<file path="src/phase_ramp_defines.svh">
`ifndef PHASE_RAMP_DEFINES_SVH
`define PHASE_RAMP_DEFINES_SVH

// ----------------------------------------
// Register offsets (byte addresses)
// ----------------------------------------
`define OFS_SYNC_MONITOR_CONFIG 12'h07c
`define OFS_PHASE_OFFSET 12'h080
`define OFS_RAMP_STATUS 12'h084
`define OFS_OUTPUT_PHASE 12'h088

// ----------------------------------------
// Reset values and field positions
// ----------------------------------------
`define RST_SYNC_MONITOR_CONFIG 8'h2b
`define RST_PHASE_OFFSET 16'h0000
`define BIT_CALIBRATE 7

// ----------------------------------------
// Timing
// ----------------------------------------
`define CLK_FREQ_HZ 25000000
`define RAMP_INTERVAL_NS 1000
`define RAMP_INTERVAL_CYCLES ((`RAMP_INTERVAL_NS * (`CLK_FREQ_HZ / 1000000)) / 1000)
`define RAMP_STEP 16'h0001

`endif

</file>
<file path="src/phase_ramp_pkg.sv">
package phase_ramp_pkg;

  // Sequencer states, one-hot
  typedef enum logic [5:0] {
    ST_IDLE = 6'b00_0001,
    ST_TO_ZERO = 6'b00_0010,
    ST_DIV_RESET = 6'b00_0100,
    ST_TO_PROG = 6'b00_1000,
    ST_EXIT = 6'b01_0000,
    ST_TRACK = 6'b10_0000
  } cal_state_t;

  // Status seen by software
  typedef struct packed {
    logic holdover;
    logic calibrating;
    logic ramping;
    logic at_target;
  } ramp_status_t;

endpackage : phase_ramp_pkg

</file>
<file path="src/phase_offset_calibration_ramp.sv">
// Added by the designer: the APB interface to the registers.
`timescale 1ns/1ps
`include "phase_ramp_defines.svh"

module phase_offset_calibration_ramp
  import phase_ramp_pkg::*;
#(
  parameter int unsigned RAMP_STEP_P = 1,
  parameter int unsigned INTERVAL_P = `RAMP_INTERVAL_CYCLES
) (
  input wire logic pclk,
  input wire logic presetn,
  input wire logic psel,
  input wire logic penable,
  input wire logic pwrite,
  input wire logic [11:0] paddr,
  input wire logic [31:0] pwdata,
  output logic [31:0] prdata,
  output logic pready,
  output logic pslverr,
  output logic holdover,
  output logic divider_reset,
  output logic [15:0] internal_offset,
  output logic [15:0] output_offset
);

  // ----------------------------------------
  // Register bus
  // ----------------------------------------
  logic [7:0] sync_monitor_config_reg;
  logic [15:0] phase_offset_reg;
  logic [15:0] int_offset_reg;
  logic [15:0] out_offset_reg;
  logic [15:0] target;
  logic [15:0] tick_cnt_reg;
  logic tick;
  logic holdover_reg;
  logic div_rst_reg;
  logic start_cal;
  logic access;
  logic wr;
  logic addr_ok;
  cal_state_t state_reg;
  ramp_status_t status;
  logic sel_config;
  logic sel_offset;
  logic sel_status;
  logic sel_phase;
  logic wr_config;
  logic wr_offset;
  logic rd_setup;
  logic offset_ramp_calibrate;
  logic seq_idle;
  logic in_cal;
  logic at_zero;
  logic at_prog;
  logic gradual;
  logic ramp_hold;
  logic go_up;
  logic go_down;
  logic signed [16:0] offset_gap;
  logic [31:0] rdata_next;

  // ----------------------------------------
  // Derived constants
  // ----------------------------------------
  // Interval terminal count and ramp step at the offset width
  localparam logic [15:0] TICK_LAST = 16'(INTERVAL_P - 1);
  localparam logic [15:0] STEP_SIZE = 16'(RAMP_STEP_P);

  // ----------------------------------------
  // Address decode
  // ----------------------------------------
  // Bus phase qualifiers; the slave never inserts wait states
  assign access = psel & penable;
  assign wr = access & pwrite;
  assign rd_setup = psel & ~penable & ~pwrite;
  assign pready = 1'b1;

  // One select per mapped word
  assign sel_config = (paddr == `OFS_SYNC_MONITOR_CONFIG);
  assign sel_offset = (paddr == `OFS_PHASE_OFFSET);
  assign sel_status = (paddr == `OFS_RAMP_STATUS);
  assign sel_phase = (paddr == `OFS_OUTPUT_PHASE);
  assign addr_ok = sel_config | sel_offset | sel_status | sel_phase;

  // Unmapped words answer with an error and take no write
  assign pslverr = access & ~addr_ok;
  assign wr_config = wr & sel_config;
  assign wr_offset = wr & sel_offset;

  assign start_cal = wr_config & pwdata[`BIT_CALIBRATE];

  // ----------------------------------------
  // Configuration registers
  // ----------------------------------------
  // control bit storage
  always_ff @(posedge pclk or negedge presetn) begin
    if (!presetn) begin
      sync_monitor_config_reg <= `RST_SYNC_MONITOR_CONFIG;
    end else if (wr_config) begin
      sync_monitor_config_reg <= pwdata[7:0];
    end
  end

  // Calibrate and gradual-ramp control bit
  assign offset_ramp_calibrate = sync_monitor_config_reg[`BIT_CALIBRATE];

  // Programmed phase offset
  always_ff @(posedge pclk or negedge presetn) begin
    if (!presetn) begin
      phase_offset_reg <= `RST_PHASE_OFFSET;
    end else if (wr_offset) begin
      phase_offset_reg <= pwdata[15:0];
    end
  end

  // ----------------------------------------
  // Status
  // ----------------------------------------
  // Sequencer view for software
  assign status.holdover = holdover_reg;
  assign status.calibrating = in_cal;
  assign status.ramping = state_reg[1] | state_reg[3] | state_reg[5];
  assign status.at_target = at_prog;

  // ----------------------------------------
  // Read data
  // ----------------------------------------
  // Word selected by the setup-phase address
  always_comb begin
    case (paddr)
      `OFS_SYNC_MONITOR_CONFIG: rdata_next = {24'h00_0000, sync_monitor_config_reg};
      `OFS_PHASE_OFFSET: rdata_next = {16'h0000, phase_offset_reg};
      `OFS_RAMP_STATUS: rdata_next = {28'h000_0000, status};
      `OFS_OUTPUT_PHASE: rdata_next = {int_offset_reg, out_offset_reg};
      default: rdata_next = 32'h0000_0000;
    endcase
  end

  // Loaded in the setup cycle so it stands through the access phase
  always_ff @(posedge pclk or negedge presetn) begin
    if (!presetn) begin
      prdata <= 32'h0000_0000;
    end else if (rd_setup) begin
      prdata <= rdata_next;
    end
  end

  // ----------------------------------------
  // Ramp update interval
  // ----------------------------------------
  // interval divider
  always_ff @(posedge pclk or negedge presetn) begin
    if (!presetn) begin
      tick_cnt_reg <= 16'h0000;
    end else if (tick) begin
      tick_cnt_reg <= 16'h0000;
    end else begin
      tick_cnt_reg <= tick_cnt_reg + 16'h0001;
    end
  end
  // One-cycle enable at the end of each interval
  assign tick = (tick_cnt_reg >= TICK_LAST);

  // ----------------------------------------
  // Calibration sequencer
  // ----------------------------------------
  // Ramp target follows the sequence phase
  always_comb begin
    case (state_reg)
      ST_TO_ZERO: target = 16'h0000;
      ST_DIV_RESET: target = 16'h0000;
      default: target = phase_offset_reg;
    endcase
  end

  // ----------------------------------------
  // Sequence flags
  // ----------------------------------------
  // Rest states, calibration in progress and ramp end points
  assign seq_idle = (state_reg == ST_IDLE) || (state_reg == ST_TRACK);
  assign in_cal = ~seq_idle;
  assign at_zero = (int_offset_reg == 16'h0000);
  assign at_prog = (int_offset_reg == phase_offset_reg);

  always_ff @(posedge pclk or negedge presetn) begin
    if (!presetn) begin
      state_reg <= ST_IDLE;
    end else begin
      case (state_reg)
        ST_IDLE, ST_TRACK: begin
          if (start_cal) begin
            state_reg <= ST_TO_ZERO;
          end else if (!at_prog) begin
            state_reg <= ST_TRACK;
          end else begin
            state_reg <= ST_IDLE;
          end
        end
        ST_TO_ZERO: if (at_zero) state_reg <= ST_DIV_RESET;
        ST_DIV_RESET: state_reg <= ST_TO_PROG;
        ST_TO_PROG: if (at_prog) state_reg <= ST_EXIT;
        ST_EXIT: state_reg <= ST_IDLE;
        default: state_reg <= ST_IDLE;
      endcase
    end
  end

  // ----------------------------------------
  // Holdover and divider reset
  // ----------------------------------------
  // holdover control
  always_ff @(posedge pclk or negedge presetn) begin
    if (!presetn) begin
      holdover_reg <= 1'b0;
    end else if (start_cal && seq_idle) begin
      holdover_reg <= 1'b1;
    end else if (state_reg == ST_EXIT) begin
      holdover_reg <= 1'b0;
    end
  end

  always_ff @(posedge pclk or negedge presetn) begin
    if (!presetn) begin
      div_rst_reg <= 1'b0;
    end else begin
      div_rst_reg <= (state_reg == ST_DIV_RESET);
    end
  end

  // ----------------------------------------
  // Offset ramp
  // ----------------------------------------
  // Two's complement gap, one bit wider so no distance aliases to a jump
  assign offset_gap = $signed({target[15], target}) - $signed({int_offset_reg[15], int_offset_reg});
  assign go_up = (offset_gap > $signed({1'b0, STEP_SIZE}));
  assign go_down = (offset_gap < -$signed({1'b0, STEP_SIZE}));

  // Gradual while the bit is set or a calibration runs
  assign gradual = offset_ramp_calibrate | in_cal;

  // Offset held while dividers restart and while the sequence closes
  assign ramp_hold = (state_reg == ST_DIV_RESET) || (state_reg == ST_EXIT);

  always_ff @(posedge pclk or negedge presetn) begin
    if (!presetn) begin
      int_offset_reg <= `RST_PHASE_OFFSET;
    end else if (!ramp_hold && tick) begin
      if (!gradual) begin
        int_offset_reg <= target; // Bit clear: step directly
      end else if (go_up) begin
        int_offset_reg <= int_offset_reg + STEP_SIZE;
      end else if (go_down) begin
        int_offset_reg <= int_offset_reg - STEP_SIZE;
      end else begin
        int_offset_reg <= target;
      end
    end
  end

  // ----------------------------------------
  // Visible phase
  // ----------------------------------------
  // frozen visible phase
  always_ff @(posedge pclk or negedge presetn) begin
    if (!presetn) begin
      out_offset_reg <= `RST_PHASE_OFFSET;
    end else if (!status.calibrating && state_reg != ST_EXIT) begin
      out_offset_reg <= int_offset_reg;
    end
  end

  // ----------------------------------------
  // Outputs
  // ----------------------------------------
  // Sequencer outputs
  assign holdover = holdover_reg;
  assign divider_reset = div_rst_reg;

  // Internal and visible offsets
  assign internal_offset = int_offset_reg;
  assign output_offset = out_offset_reg;

endmodule : phase_offset_calibration_ramp

</file>
<file path="config.mk">
export PLATFORM = sky130hd
export DESIGN_NAME = phase_offset_calibration_ramp
export DESIGN_NICKNAME = d
export VERILOG_FILES = /design/src/phase_ramp_pkg.sv /design/src/phase_offset_calibration_ramp.sv
export VERILOG_INCLUDE_DIRS = /design/src
export SDC_FILE = /design/constraint.sdc
export NUM_CORES = 1
export LEC_CHECK = 0
export BUFFER_PORTS_ARGS = -buffer_cell sky130_fd_sc_hd__buf_2
export CORE_MARGIN = 4
export CORE_UTILIZATION = 50
export DETAILED_ROUTE_END_ITERATION = 6
export GPL_TIMING_DRIVEN = 0
export PLACE_DENSITY = 0.75
export SYNTH_ARGS = -nofsm -noshare
export SYNTH_HDL_FRONTEND = slang
export SYNTH_SLANG_ARGS = --single-unit
</file>
<file path="constraint.sdc">
create_clock -name pclk -period 6.27 [get_ports pclk]
set_input_delay 1.254 -clock pclk [delete_from_list [all_inputs] [get_ports pclk]]
set_output_delay 1.254 -clock pclk [all_outputs]
set_load 0.01 [all_outputs]
</file>
==> results.ini <==
[outcome]
status = finished, final reports clean

[timing]
clock_skew_ns = 0.00683
fin_crit_ns = 5.46
min_period_over_period_pct = 87.0
layout_setup_ws_ns = 0.812
final_hold_viol_count = 0
slew_headroom_pct = 16.8
fmax_mhz = 183
setup_viol = 0
worst_pin_slew_ns = 1.24
drv_slew = 0
grt_setup_unrepaired = no
tns_ns = 0

[floorplan]
die_h_um = 125
core_area_mm2 = 0.0133
num_rows = 42
start_util_pct = 51.5
io_pins = 117
dieArea_mm2 = 0.0157
fp.dieW_um = 125

[final_layout]
areaGrowthSynthToFinish_pct = 15.5
largest_reg_flops = 32
n_antenna_cell = 0
layout-drive-gt1-share_pct = 21.5
top_register = prdata
fin_nets = 936

[yosys]
netlist_instances = 744
synth_top_family_by_area = simple AND/OR/NAND/NOR gates
synth.distinct_cells = 87
synthAdderAreaFrac_pct = 4.11
post-synth-top-area-cell = dfrtp_1
yosys-top-cells-area = dfrtp_1, nand2_1, xnor2_1
synth-seq-cells = 112
ys.flop_type = dfrtp_1
synth_compound_area_share_pct = 18.2
synth_top_cell_area_share_pct = 38.9
yosysSeqAreaShare_pct = 40.8
yosysWarnings = 0
synth_edf_count = 0
synth_area_per_cell_um2 = 9.25
yosys.area_share.simple_pct = 22.6
synth.cell_area_mm2 = 0.00688
synth-xor-area-share_pct = 4.84
synthMostInstantiatedCell = dfrtp_1
synthTopCellsByCount = dfrtp_1, nand2_1, nor2_1
async_reset_ff_share_pct = 100
synthMuxAreaShare_pct = 3.91

[clock_tree]
clockBufferDepth = 2
clock-root-buffer = clkbuf_16
clock-sinks = 112
cts_htree_levels = 3
cts_setup_buffers = 0
cts_buffers = 9
clk_latency_ns = 0.35
cts_resized = 0
postCtsHoldBufs = 0
clk_pin_slew_worst_paths_ns = 0.07
cts_tree = yes

[placed_design]
place_hpwl_um = 15300
gp_congestion = 1.01
portBuffers = 99
place_ws_ns = 0.943

[detailed_routing]
drt-initial-drc-count = 619
dr.pass1.iters = 6
drc = 0
routed_wl_um = 20000
route.antenna.remaining_nets = 0
viasPerCell = 6.12
vias = 6398
wl_per_cell_um = 19.1

[critical_path]
worst_r2r_endpoint = internal_offset[5]
cp-start-kind = flop
critPathArrivalTime_ns = 5.74
cp-end-kind = flop
rr_worst_depth = 17
crit_type = reg -> reg
critPathMaxFanout = 9
endpoint = internal_offset[5]
reg2reg_from = state_reg[1]
required_ns = 6.55
setup.worst_path.start = state_reg[1]
regToRegSetupSlack_ns = 0.81

[min_path]
hp-class = reg -> reg

[global_route]
grt-ovfl-total = 0
grt_max_degree = 72
grt_pass1_wl_um = 32500
first_global_vias = 6107
antenna_found_initial = 0
grt_use_total_pct = 25.5

[run]
maxCapViolations = 0

[pwr]
leakage_nw = 3.73
power.density_mw_per_mm2 = 357
ir_worst_vdd_mv = 0.166

[where the power goes]
| part | switching [W] | total [W] | internal [W] |
|---|---|---|---|
| Combinational | 0.000851 | 0.00136 | 0.000506 |
| Clock | 0.000272 | 0.000546 | 0.000273 |
| Sequential | 0.0000992 | 0.000937 | 0.000837 |
| Total | 0.00122 | 0.00284 | 0.00162 |
[worst min path at each step]
stage | startpoint | endpoint | slack (ns) | cells past startpoint
2_1_floorplan | tick_cnt_reg[0] | tick_cnt_reg[0] | 0.45 | 1
5_1_grt | prdata[29] | prdata[29] | 0.49 | 2
3_3_place_gp | prdata[31] | prdata[31] | 0.45 | 2
6_report | prdata[24] | prdata[24] | 0.47 | 2
3_5_place_dp | prdata[24] | prdata[24] | 0.45 | 2
4_1_cts | prdata[24] | prdata[24] | 0.47 | 2
[logic make-up after synthesis]
| group | Yosys count |
|---|---|
| simple gates | 304 |
| mux | 24 |
| other cells | 2 |
| fa+ha+maj | 22 |
| xor+xnor | 38 |
| flops | 112 |
| compound gates | 161 |
| buf+inv | 81 |
[per-stage QoR]
step	hold WS [ns]	instances	utilization (%)	total power (W)	instance area (um^2)
6_report	0.466	1046	59.5	0.00284	7940
3_5_place_dp	0.453	1030	57.5	0.00228	7670
3_3_place_gp	0.445	1029	57.2	0.00226	7630
5_1_grt	0.492	1046	59.5	0.00301	7940
2_1_floorplan	0.455	754	-	0.00186	6920
4_1_cts	0.469	1046	59.5	0.00282	7940
[critical path: stages (launching register included)]
cell and delay (ns):
dfrtp_1 0.43, or4_1 0.62, or3b_2 0.54, and2_0 0.32, nand2_1 0.24, inv_1 0.10, ha_1 0.28, nor2b_1 0.16
o311ai_2 0.42, a21oi_1 0.20, nor3_1 0.41, o21a_1 0.20, nand4_2 0.15, nor4_1 0.56, nor3_1 0.17, nor2b_1 0.14
buf_2 0.25, a221o_1 0.19
[area by class of cell]
cell class | instances | area, um^2
flip-flops and latches | 112 | 2810
inverters | 33 | 124
fillers | 1186 | 5400
repair buffers | 100 | 526
clock inverters | 6 | 45.0
multi-input cells | 561 | 3740
plain buffers | 48 | 248
well taps | 176 | 220
clock buffers | 10 | 229
[layout by cell type, fill, tap and decap left out, types with 7 or more instances in the layout]
cell / count
a21o_1: 10
a21oi_1: 10
a221o_1: 7
a221oi_1: 9
a222oi_1: 9
and3_1: 22
buf_2: 104
buf_6: 7
clkbuf_1: 33
clkbuf_16: 9
conb_1: 12
dfrtp_1: 107
ha_1: 21
inv_1: 32
mux2_2: 23
nand2_1: 92
nand3_1: 38
nand4_1: 11
nor2_1: 51
nor3_1: 23
nor4_1: 14
o211ai_1: 9
o21ai_0: 38
xnor2_1: 32
[routing by layer]
metal	global-route usage [%]	wire length (um)	vias to the layer above
li1	-	-	2945
met1	36.2	8700	3073
met2	39.7	9110	340
met3	4.86	1680	40
met4	7.91	492	0
met5	0	0	-
(Power assumes the default switching activity.)
